<file path="config.mk">
export PLATFORM = sky130hd
export DESIGN_NAME = mrc_multirate
export DESIGN_NICKNAME = d
export VERILOG_FILES = /design/src/hw/mrc_pkg.sv /design/src/hw/mrc_multirate.sv /design/src/hw/mrc_fifo.sv
export SDC_FILE = /design/constraint.sdc
export NUM_CORES = 1
export LEC_CHECK = 0
export BUFFER_PORTS_ARGS = -buffer_cell sky130_fd_sc_hd__buf_4
export CAP_MARGIN = 0
export CORE_MARGIN = 2
export CORE_UTILIZATION = 55
export DETAILED_ROUTE_END_ITERATION = 7
export PLACE_DENSITY = 0.75
export SLEW_MARGIN = 20
export SYNTH_ARGS = -nofsm -noshare
export SYNTH_HDL_FRONTEND = slang
export SYNTH_SLANG_ARGS = --single-unit
</file>
<file path="constraint.sdc">
create_clock -name sys_clk -period 3.6 [get_ports sys_clk]
set_input_delay 0.18 -clock sys_clk [delete_from_list [all_inputs] [get_ports sys_clk]]
set_output_delay 0.18 -clock sys_clk [all_outputs]
set_load 0.005 [all_outputs]
</file>
<file path="src/hw/mrc_pkg.sv">
// Purpose: constants and types for the multirate enable-clear block
// Assumes: one clock, per-rate enables derived from one generator
// Notes:   rate ratio and widths are fixed
//
// Overview of operation
// (RQ1) one clock, enable generator reset by clear
// (RQ2) clear release re-phases every derived enable
// (RQ3) last-value down sampler holds until enable
// (RQ4) first-value down sampler never re-synchronises
// (RQ5) copying up sampler is a plain wire; here it is registered, one clock late
// (RQ6) zero-insert up sampler holds, resyncs one cycle
// (RQ7) mux finishes channels, drives zero, realigns
// (RQ8) demux holds outputs until next enable
// (RQ9) serializer finishes words, holds last, restarts
// (RQ10) deserializer freezes on clear, captures frame end
// (RQ11) shift store keeps contents, then shifts on
// (RQ12) partner resets polyphase filter after release
// (RQ13) partner tolerates N invalid cycles after release
// (RQ14) partner may use counter-based replacements
// (RQ15) partner resets accumulate counters with clear
// (RQ16) enable pulses once per N clocks from counter
package mrc_pkg;
    localparam int DW          = 16;   // sample width
    localparam int RATIO       = 4;    // slow rate period in clocks
    localparam int CW          = 2;    // phase counter width
    localparam int STORE_DEPTH = 8;    // shift store depth
    localparam int AW          = 3;    // shift store index width
    localparam int FIFO_DEPTH  = 16;   // output fifo depth
    localparam logic [CW-1:0] PHASE_RST = 2'h0;
    localparam logic [CW-1:0] PHASE_END = 2'h3;
    localparam logic [DW-1:0] DATA_RST  = 16'h0000;

    typedef enum {MRC_ALIGNED, MRC_DRAIN} mrc_mux_state_t;

    typedef struct packed {
        logic [DW-1:0] slow_last;
        logic [DW-1:0] slow_first;
        logic [DW-1:0] up_copy;
        logic [DW-1:0] up_zero;
        logic [DW-1:0] mux_out;
        logic [DW-1:0] ser_out;
        logic [DW-1:0] store_out;
    } mrc_taps_t;

    typedef struct packed {
        logic [DW-1:0] ch3;
        logic [DW-1:0] ch2;
        logic [DW-1:0] ch1;
        logic [DW-1:0] ch0;
    } mrc_frame_t;
endpackage

</file>
<file path="src/hw/mrc_multirate.sv">
// Purpose: multirate datapath with clearable enable generator
// Assumes: ce_clr and data come from logic on sys_clk
// Notes:   slow rate is RATIO clocks; serial stream buffered in fifo
`timescale 1ns/1ps
`default_nettype none
module mrc_multirate (
    input  wire logic                  sys_clk,
    input  wire logic                  nrst,
    input  wire logic                  ce,
    input  wire logic                  ce_clr,
    input  wire logic [mrc_pkg::DW-1:0] fast_in,
    input  wire logic [mrc_pkg::DW-1:0] slow_in,
    input  wire mrc_pkg::mrc_frame_t    par_in,
    input  wire logic [mrc_pkg::AW-1:0] store_addr,
    output logic                        ce_slow,
    output mrc_pkg::mrc_taps_t          taps,
    output mrc_pkg::mrc_frame_t         demux_out,
    output mrc_pkg::mrc_frame_t         par_out,
    output logic [mrc_pkg::DW-1:0]      ser_q_data,
    output logic                        ser_q_valid,
    input  wire logic                   ser_q_ready
);
    import mrc_pkg::*;

    // index of a frame's word by phase
    function automatic logic [DW-1:0] pick(input mrc_frame_t f, input logic [CW-1:0] i);
        case (i)
            2'h0:    pick = f.ch0;
            2'h1:    pick = f.ch1;
            2'h2:    pick = f.ch2;
            default: pick = f.ch3;
        endcase
    endfunction

    // ---------------- enable generator
    logic [CW-1:0] phase_r, phase_nxt;
    logic          ce_slow_nxt, en_slow;

    // counter held cleared under clear, restarts on release
    always_comb begin
        if (ce_clr) begin
            phase_nxt = PHASE_RST;                    // see RQ1
        end else begin
            phase_nxt = phase_r + 2'h1;               // see RQ16
        end
        ce_slow_nxt = !ce_clr && phase_nxt == PHASE_END; // see RQ2
    end

    always_ff @(posedge sys_clk or negedge nrst) begin
        if (!nrst) begin
            phase_r <= PHASE_RST;
            ce_slow <= 1'b0;
        end else if (ce) begin
            phase_r <= phase_nxt;
            ce_slow <= ce_slow_nxt;
        end
    end
    assign en_slow = ce_slow;

    // ---------------- samplers, mux, demux, converters
    mrc_taps_t       taps_nxt;
    mrc_frame_t      demux_nxt, par_nxt, shadow_r, shadow_nxt, pin_r, pin_nxt;
    mrc_mux_state_t  mst_r, mst_nxt;
    logic [CW-1:0]   mux_i_r, mux_i_nxt, ser_i_r, ser_i_nxt, dem_i_r, dem_i_nxt;
    logic [DW-1:0]   store_r [STORE_DEPTH];
    logic [DW-1:0]   store_nxt [STORE_DEPTH];
    logic [DW-1:0]   fq_data;
    logic            fq_valid, fq_ready, first_armed_r, first_armed_nxt;
    logic            zhold_r, zhold_nxt;

    always_comb begin
        taps_nxt        = taps;
        demux_nxt       = demux_out;
        par_nxt         = par_out;
        shadow_nxt      = shadow_r;
        pin_nxt         = pin_r;
        mst_nxt         = mst_r;
        mux_i_nxt       = mux_i_r;
        ser_i_nxt       = ser_i_r;
        dem_i_nxt       = dem_i_r;
        first_armed_nxt = first_armed_r;
        fq_valid        = 1'b0;
        fq_data         = taps.ser_out;
        for (int k = 0; k < STORE_DEPTH; k++)
            store_nxt[k] = store_r[k];

        taps_nxt.up_copy = slow_in;                    // see RQ5
        if (en_slow)
            taps_nxt.slow_last = fast_in;              // see RQ3
        // first-value sampler free-runs on its own count, blind to clear
        first_armed_nxt = !first_armed_r;
        if (first_armed_r)
            taps_nxt.slow_first = fast_in;             // see RQ4
        // zero insert: a clear freezes the last output until the next enable
        zhold_nxt = ce_clr || (zhold_r && !en_slow);   // see RQ6
        if (en_slow)
            taps_nxt.up_zero = slow_in;                // see RQ6
        else if (!ce_clr && !zhold_r)
            taps_nxt.up_zero = DATA_RST;               // see RQ6

        // mux: step on from own index, zero after last, realign on enable
        case (mst_r)
            MRC_ALIGNED: begin
                taps_nxt.mux_out = pick(par_in, mux_i_r);
                mux_i_nxt        = mux_i_r + 2'h1;
                if (ce_clr)
                    mst_nxt = MRC_DRAIN;
            end
            MRC_DRAIN: begin
                if (en_slow) begin
                    mst_nxt          = MRC_ALIGNED;    // see RQ7
                    mux_i_nxt        = 2'h1;
                    taps_nxt.mux_out = par_in.ch0;
                end else if (mux_i_r != PHASE_RST) begin
                    taps_nxt.mux_out = pick(par_in, mux_i_r);
                    mux_i_nxt        = mux_i_r + 2'h1;
                end else begin
                    taps_nxt.mux_out = DATA_RST;       // see RQ7
                end
            end
            default: mst_nxt = MRC_ALIGNED;
        endcase

        // demux: collect fast words, publish a whole frame on enable
        if (en_slow) begin
            demux_nxt = shadow_r;                      // see RQ8
            dem_i_nxt = PHASE_RST;
        end else if (!ce_clr && dem_i_r != PHASE_END) begin
            dem_i_nxt = dem_i_r + 2'h1;
        end
        case (dem_i_r)
            2'h0:    shadow_nxt.ch0 = fast_in;
            2'h1:    shadow_nxt.ch1 = fast_in;
            2'h2:    shadow_nxt.ch2 = fast_in;
            default: shadow_nxt.ch3 = fast_in;
        endcase

        // serializer: load on enable, else finish words then hold last
        if (en_slow) begin
            pin_nxt          = par_in;                 // see RQ9
            taps_nxt.ser_out = par_in.ch0;
            ser_i_nxt        = 2'h1;
            fq_valid         = 1'b1;
        end else if (ser_i_r != PHASE_RST) begin
            taps_nxt.ser_out = pick(pin_r, ser_i_r);   // see RQ9
            ser_i_nxt        = ser_i_r + 2'h1;
            fq_valid         = 1'b1;
        end
        fq_data = taps_nxt.ser_out;

        // deserializer: frozen under clear, captures at frame end, shows on enable
        if (!ce_clr) begin
            if (dem_i_r == PHASE_END)
                shadow_nxt.ch3 = fast_in;              // see RQ10
            if (en_slow)
                par_nxt = shadow_r;                    // see RQ10
        end else begin
            par_nxt = par_out;                         // see RQ10
        end

        // shift store: contents kept while clear, then shift again
        if (!ce_clr) begin
            for (int k = STORE_DEPTH-1; k > 0; k--)
                store_nxt[k] = store_r[k-1];           // see RQ11
            store_nxt[0] = fast_in;
        end
        taps_nxt.store_out = store_r[store_addr];
    end

    // serial stream buffered; a full fifo holds the serializer word, yet a slow enable drops unsent words or, if stalled, the new frame
    logic stall;
    assign stall = fq_valid && !fq_ready;

    always_ff @(posedge sys_clk or negedge nrst) begin
        if (!nrst) begin
            taps          <= '0;
            demux_out     <= '0;
            par_out       <= '0;
            shadow_r      <= '0;
            pin_r         <= '0;
            mst_r         <= MRC_ALIGNED;
            mux_i_r       <= PHASE_RST;
            ser_i_r       <= PHASE_RST;
            dem_i_r       <= PHASE_RST;
            first_armed_r <= 1'b0;
            zhold_r       <= 1'b0;
            for (int k = 0; k < STORE_DEPTH; k++)
                store_r[k] <= DATA_RST;
        end else if (ce) begin
            taps          <= taps_nxt;
            demux_out     <= demux_nxt;
            par_out       <= par_nxt;
            shadow_r      <= shadow_nxt;
            mst_r         <= mst_nxt;
            mux_i_r       <= mux_i_nxt;
            dem_i_r       <= dem_i_nxt;
            first_armed_r <= first_armed_nxt;
            if (!stall) begin
                pin_r   <= pin_nxt;
                ser_i_r <= ser_i_nxt;
            end
            zhold_r       <= zhold_nxt;
            for (int k = 0; k < STORE_DEPTH; k++)
                store_r[k] <= store_nxt[k];
        end
    end

    mrc_fifo #(.W(DW), .D(FIFO_DEPTH)) u_fifo (
        .sys_clk   (sys_clk),
        .nrst      (nrst),
        .ce        (ce),
        .in_data   (fq_data),
        .in_valid  (fq_valid),
        .in_ready  (fq_ready),
        .out_data  (ser_q_data),
        .out_valid (ser_q_valid),
        .out_ready (ser_q_ready)
    );
endmodule // mrc_multirate
`default_nettype wire

</file>
<file path="src/hw/mrc_fifo.sv">
// Purpose: flip-flop fifo with valid/ready on both sides
// Assumes: depth is a power of two
// Notes:   registered outputs; full/empty exact
`timescale 1ns/1ps
`default_nettype none
module mrc_fifo #(
    parameter int W = 16,
    parameter int D = 16
) (
    input  wire logic         sys_clk,
    input  wire logic         nrst,
    input  wire logic         ce,
    input  wire logic [W-1:0] in_data,
    input  wire logic         in_valid,
    output logic              in_ready,
    output logic [W-1:0]      out_data,
    output logic              out_valid,
    input  wire logic         out_ready
);
    localparam int PW = $clog2(D);
    logic [W-1:0]  mem_r [D];
    logic [PW:0]   wp_r, wp_nxt, rp_r, rp_nxt;
    logic          push, pop;

    // pointers carry a wrap bit so full and empty are distinct
    always_comb begin
        push   = in_valid && in_ready;
        pop    = out_valid && out_ready;
        wp_nxt = push ? wp_r + 1'b1 : wp_r;
        rp_nxt = pop ? rp_r + 1'b1 : rp_r;
    end

    always_ff @(posedge sys_clk or negedge nrst) begin
        if (!nrst) begin
            wp_r      <= '0;
            rp_r      <= '0;
            in_ready  <= 1'b0;
            out_valid <= 1'b0;
            out_data  <= '0;
        end else if (ce) begin
            wp_r      <= wp_nxt;
            rp_r      <= rp_nxt;
            in_ready  <= (wp_nxt - rp_nxt) != (PW+1)'(D);
            out_valid <= wp_nxt != rp_nxt;
            // head word: freshly pushed data bypasses when the fifo is empty after this cycle's pop
            if (push && wp_r[PW-1:0] == rp_nxt[PW-1:0])
                out_data <= in_data;
            else
                out_data <= mem_r[rp_nxt[PW-1:0]];
        end
    end

    // storage carries no reset; the head is only trusted while out_valid is high
    always_ff @(posedge sys_clk) begin
        if (ce && push)
            mem_r[wp_r[PW-1:0]] <= in_data;
    end
endmodule // mrc_fifo
`default_nettype wire

</file>
# Yosys cells after proc, flatten, opt, wreduce, memory -nomap -nowiden

Memory sizes are Yosys's and may differ from the RTL's. A register that Yosys moved wholly into a read port is not among the register bits.
Cells that the tools add are included.

Register bits after elaboration: 551
Output and inout port bits: 258
RAM bits: 256
Memories: 1

Memory list:

| name         | words | bits a word | rd ports | clocked after Yosys merged registers in | write ports | line           | RTL |
|---|---|---|---|---|---|---|---|
| u_fifo.mem_r | 16    | 16          | 1        | 1                                       | 1           | mrc_fifo.sv:21 | `logic [W-1:0] mem_r [D];` |

Equal/unequal tests: 15
Reductions and logical operators: 40
Magnitude comparators: 1
Bitwise logic cells: 3
Multiplexer cells: 32
Add/subtract/negate cells: 7

Operator list:

| cell                                                  | number |
|---|---|
| 2-to-1 mux 16 bit                                     | 11 |
| one-hot mux 16 bit (3 select lines)                   | 2 |
| 2-to-1 mux 32 bit                                     | 2 |
| one-hot mux 32 bit (2 select lines)                   | 1 |
| binary-select mux 16 bit (select 3 bit)               | 1 |
| equality test 32 x 1 -> 1 bit (second input constant) | 1 |
| zero test 32 bit                                      | 1 |
| one-hot mux 16 bit (2 select lines)                   | 1 |
| AND reduction 2 bit                                   | 9 |
| AND reduction 3 bit                                   | 5 |
| 2-to-1 mux 2 bit                                      | 7 |
| nonzero test 2 bit                                    | 6 |
| adder 5 x 1 -> 5 bit (second input constant)          | 2 |
| equality test 2 bit (second input constant)           | 5 |
| 2-to-1 mux 5 bit                                      | 2 |
| adder 2 x 1 -> 2 bit (second input constant)          | 4 |
| logical AND 1 bit                                     | 8 |
| equality test 2 x 1 -> 1 bit (second input constant)  | 3 |
| zero test 1 bit                                       | 6 |
| zero test 2 bit                                       | 3 |
| != test 2 bit (second input constant)                 | 3 |
| != test 5 bit                                         | 1 |
| != test 5 bit (second input constant)                 | 1 |
| subtractor 5 bit                                      | 1 |
| 8 further kinds                                       | 12 |

# Longest topological paths before layout

Depth in word-level cells: 7
Depth in mapped cells: 12
Mapped depth without buffers: 11

# By module

From an unflattened synthesis, not the netlist that was laid out.

Cells, all modules: 2,771
Area, all modules: 34,538.1 um^2

Modules (own cells, without submodules):

| module        | cells an instance | times used | sequential area each (um^2) | area an instance (um^2) |
|---|---|---|---|---|
| mrc_multirate | 1,666             | 1          | 12,311.8                    | 20,900.0 |
| mrc_fifo      | 1,105             | 1          | 8,388.0                     | 13,638.1 |

# Worst setup path after synthesis

OpenSTA, ideal clock, no wires.

Kind: register to register
Start point: register ser_i_r[0]
End point: memory u_fifo.mem_r[7][0], enable pin
Arrival time: 2,637 ps
Setup slack: 550 ps
Library setup time: 413 ps
Data required time: 3,187 ps
Cell stages (with the launch flop): 9
Cell sequence: dfrtp_1 > inv_1 > ha_1 > clkbuf_1 > nand2b_1 > and3_1 > clkbuf_1 > nand2_1 > nor3b_1

Longest elaborated chain between the ends: 7

Ends and longest elaborated chain:

| element                                | line                 | RTL |
|---|---|---|
| from (decl)                            | mrc_multirate.sv:64  | `logic [CW-1:0] mux_i_r, mux_i_nxt, ser_i_r, ser_i_nxt, dem_i_r, dem_i_nxt;` |
| from (signal assigned)                 | mrc_multirate.sv:200 | `ser_i_r <= ser_i_nxt;` |
| nonzero test 2 bit                     | mrc_multirate.sv:144 | `end else if (ser_i_r != PHASE_RST) begin` |
| 2-to-1 mux 1 bit                       | mrc_multirate.sv:144 |  |
| 2-to-1 mux 1 bit                       | mrc_multirate.sv:139 | `if (en_slow) begin` |
| logical AND 1 bit                      | mrc_fifo.sv:27       | `push = in_valid && in_ready;` |
| logical AND 1 bit                      | mrc_fifo.sv:55       | `if (ce && push)` |
| 2-to-1 mux 1 bit                       | mrc_fifo.sv:55       |  |
| 2-to-1 mux 1 bit (implied by the code) | mrc_fifo.sv:56       | `mem_r[wp_r[PW-1:0]] <= in_data;` |
| to (decl)                              | mrc_fifo.sv:21       |  |

Every way passes these cells.

# Worst setup path after layout

Start point: register u_fifo.rp_r[0]
End point: register u_fifo.out_data[3] (read register of u_fifo.mem_r)

Longest elaborated chain between the ends: 2

Ends and longest elaborated chain:

| element                | line           | RTL |
|---|---|---|
| from (decl)            | mrc_fifo.sv:22 | `logic [PW:0] wp_r, wp_nxt, rp_r, rp_nxt;` |
| from (signal assigned) | mrc_fifo.sv:42 | `rp_r <= rp_nxt;` |
| adder 5 x 1 -> 5 bit   | mrc_fifo.sv:30 | `rp_nxt = pop ? rp_r + 1'b1 : rp_r;` |
| 2-to-1 mux 5 bit (*)   | mrc_fifo.sv:30 |  |
| to (decl)              | mrc_fifo.sv:16 | `output logic [W-1:0] out_data,` |

Every way passes the cells marked *; elsewhere a longest branch is shown, timed or not.
A chain may end at the register's enable or synchronous reset.

==> out/summary.txt <==
Outcome: finished clean
Reg2reg setup slack: 0.59 ns
FP Rows: 90
Pleak: 17.71 nW
Slew at the pin closest to its max-slew limit: 0.9586 ns
Initial antenna violation count: 1
Setup Skew: 0.03392 ns
Max-slew violation count: 0
Max stage delay cell, worst path: buf_4
Crit path arrival time: 3.51 ns
Post-placement cell area: 37170 um^2
DR iter-0 viols: 2092
P_sw: 13.53 mW
Total Wirelength: 92.64 mm
Sequential share of the synthesized area: 61.71%
Flops & latches, synth: 776
CP Max Fanout: 73
Resized Gates After CTS: 0
Hold path depth: 3
Switch share: 35.85%
Final min period: 3.008 ns
Finished Cell Area: 40880 um^2
Ant. Diodes: 0
Ys async rst share: 67.01%
Layout cell share with drive strength beyond 1: 31.53%
Final period util: 83.55%
DPL Wire Length: 58.93 mm
Synthesized area: 33540 um^2
TritonCTS clock tree: yes
CP top delay family: buffers and inverters
Area grow syn2layout: 21.86%
Fin. Hold Viols: 0
RSZ-0062 raised after global routing: false
Worst rel slew slack: 36.10%
Synth area leaders: dfrtp_1 (39%), edfxtp_1 (23%), mux2_2 (12%), mux2i_1 (4.3%), nand2_1 (4.0%)
Reg clk slew, reported paths: 0.06 ns
Top-Level Pins: 362
Power Total: 37.73 mW
Crit. path cell count: 8
Post-synth top area share: 38.79%
Sequential cell fraction of total power: 39.1%
Final Setup Violations: 0
Worst min path class: primary input to flip-flop
Largest net degree at the start of global routing: 111
Clk_lat worst skew: 0.64 ns
Sink Count: 776
First-pass GRT wire length: 141.8 mm
Starting Density: 55.57%
Port Buf Inserts: 361
Netlist cell types: 50
Setup CP Type: flip-flop to flip-flop
Worst setup SP type: flip-flop
Vias per std cell: 6.091
Vias: 23480
Max IR drop VDD: 630.0 uV
Die area: 62980 um^2
Filler cells: 4173
Buf/Inv on CP: 2
Core ar.: 60360 um^2
DR DRC count: 0
Drt wl/cell: 24.03 um
Clock power frac: 22.5%
Pwr Density: 923.0 nW/um^2
Syn. warnings: 0
Mean Syn Cell Area: 13.04 um^2
Max-cap violations: 0
Fin Setup TNS: 0 ns
Nets: 3132
H-tree Lvls: 3
WHS: 0.08383 ns
Detail Route Antenna Nets: 0
EDFF count, synth: 256
Number of global-route vias before repair: 24050
Cell breakdown of the critical path: buf_4 -> buf_4 -> mux2i_1 -> o22ai_1 -> nor3_1 -> nor3_1 -> a311oi_1 -> o31ai_2
Die Span X: 251.0 um
Maximum clock path buffer count: 3
Mapped Nets: 2697
Fmax achieved: 332.5 MHz
Area leader, netlist: dfrtp_1
Pint: 24.20 mW
Worst Setup End Kind: flip-flop
DRT Pass-1 Iters: 6
Synthesized instance count: 2572
Worst R2R Path Depth: 8
Top_reg_cell synth: dfrtp_1
Num CTS Buffers: 80
Comb power frac: 38.4%
GRT Total Usage: 29.18%
Worst path required time: 4.11 ns
Clock root buffer: clkbuf_16
Die height: 251.0 um
Grt total ovfl: 0
Routability cong.: 0.9258
Max stage delay on crit path: 0.77 ns
-- placed cells by master, fill, tap and decap left out, drive strengths merged, types with 16 or more instances in the layout --
cell and instances:
dfrtp 520, buf 430, mux2 356, nand2 356, edfxtp 256, mux2i 145
clkbuf 111, a21oi 102, dlygate4sd3 100, o21ai 94, nor3 77, nor2 63
nor2b 54, o22ai 35, inv 35, o221ai 33, mux4 32, nand3 26
nand2b 23, clkinv 23, ha 21, a221oi 17, a22o 17, a31oi 17
a22oi 17, and3 16, a222oi 16, o31ai 16
-- metal layers --
metal | track usage, % | wire, um
met1 | 36.19 | 35320
met2 | 49.03 | 45860
met4 | 13.89 | 4644
met5 | 0 | 13
met3 | 6.347 | 6797
-- flip-flops by register name, summed over array words and instances (netlist names), 16 cells and up --
| name | count |
|---|---|
| par_out | 64 |
| u_fifo.mem_r | 256 |
| store_r | 128 |
| demux_out | 64 |
| taps | 112 |
| shadow_r | 64 |
| u_fifo.out_data | 16 |
| pin_r | 48 |
-- worst min-delay path, cell delays in order --
cell     delay [ns]
buf_4          0.22
mux2i_1        0.18
a21oi_1        0.07
-- through the flow --
stage               cells  utilization (%)  setup slack, ns
CTS                  3855            67.71           0.6152
global placement     3607            61.58           0.7504
detailed placement   3607            61.58           0.6319
global route         3855            67.72           0.4118
finish               3855            67.72           0.5921
floorplan            2572                -           0.5499
-- power by group through the flow --
| stage | logic (mW) | registers [mW] | clock network, mW |
|---|---|---|---|
| after floorplan | 8.62 | 14.3 | 0 |
| after global placement | 13.7 | 14.6 | 0 |
| after detailed placement | 14.2 | 14.8 | 0 |
| after CTS | 14.4 | 14.7 | 8.60 |
| after global routing | 15.5 | 15.1 | 8.96 |
| final | 14.5 | 14.7 | 8.48 |
-- what timing repair did --
action | in CTS | in global routing
endpoints found under the hold margin | 307 | 0
setup buffers | 0 | 0
hold buffers | 100 | 0
-- area by class of cell --
cell class / instances / area [um^2] / area share (%)
flip-flops and latches: 776 / 20700 / 50.65
multi-input cells: 1586 / 12040 / 29.45
repair buffers: 530 / 4332 / 10.60
clock buffers: 111 / 2210 / 5.406
well taps: 782 / 978.4 / 2.394
clock inverters: 37 / 490.5 / 1.200
inverters: 33 / 123.9 / 0.3030
-- synth_stat cells (23+ instances only) --
cell,n
dfrtp_1,520
mux2_2,356
nand2_1,355
edfxtp_1,256
mux2i_1,145
clkbuf_1,129
a21oi_1,102
o21ai_0,81
nor3_1,77
nor2_1,63
nor2b_1,54
o22ai_1,35
o221ai_1,33
mux4_2,32
inv_1,31
nand3_1,26
nand2b_1,23
-- cells by family after synthesis --
family / after synthesis / share of synthesized area (%)
AOI/OAI and AO/OA: 385 / 7.583
xor gates and xnor gates: 24 / 0.7647
adders and majority gates: 21 / 0.7833
buffers and inverters: 210 / 2.563
DFF: 776 / 61.71
muxes: 533 / 18.43
and+or+nand+nor: 623 / 8.169
-- worst paths after layout --
check / end / start
worst max-delay path: u_fifo.out_data[3]$_DFFE_PN0P_ / u_fifo.rp_r[0]$_DFFE_PN0P_
worst min-delay path: taps[12]$_DFFE_PN0P_ / store_addr[2]
worst max register to register: u_fifo.out_data[3]$_DFFE_PN0P_ / u_fifo.rp_r[0]$_DFFE_PN0P_
worst min register to register: first_armed_r$_DFFE_PN0P_ / first_armed_r$_DFFE_PN0P_
max in group asynchronous: taps[64]$_DFFE_PN0P_ / nrst
min in group asynchronous: taps[37]$_DFFE_PN0P_ / nrst
Power figures use the tool's default switching activity.
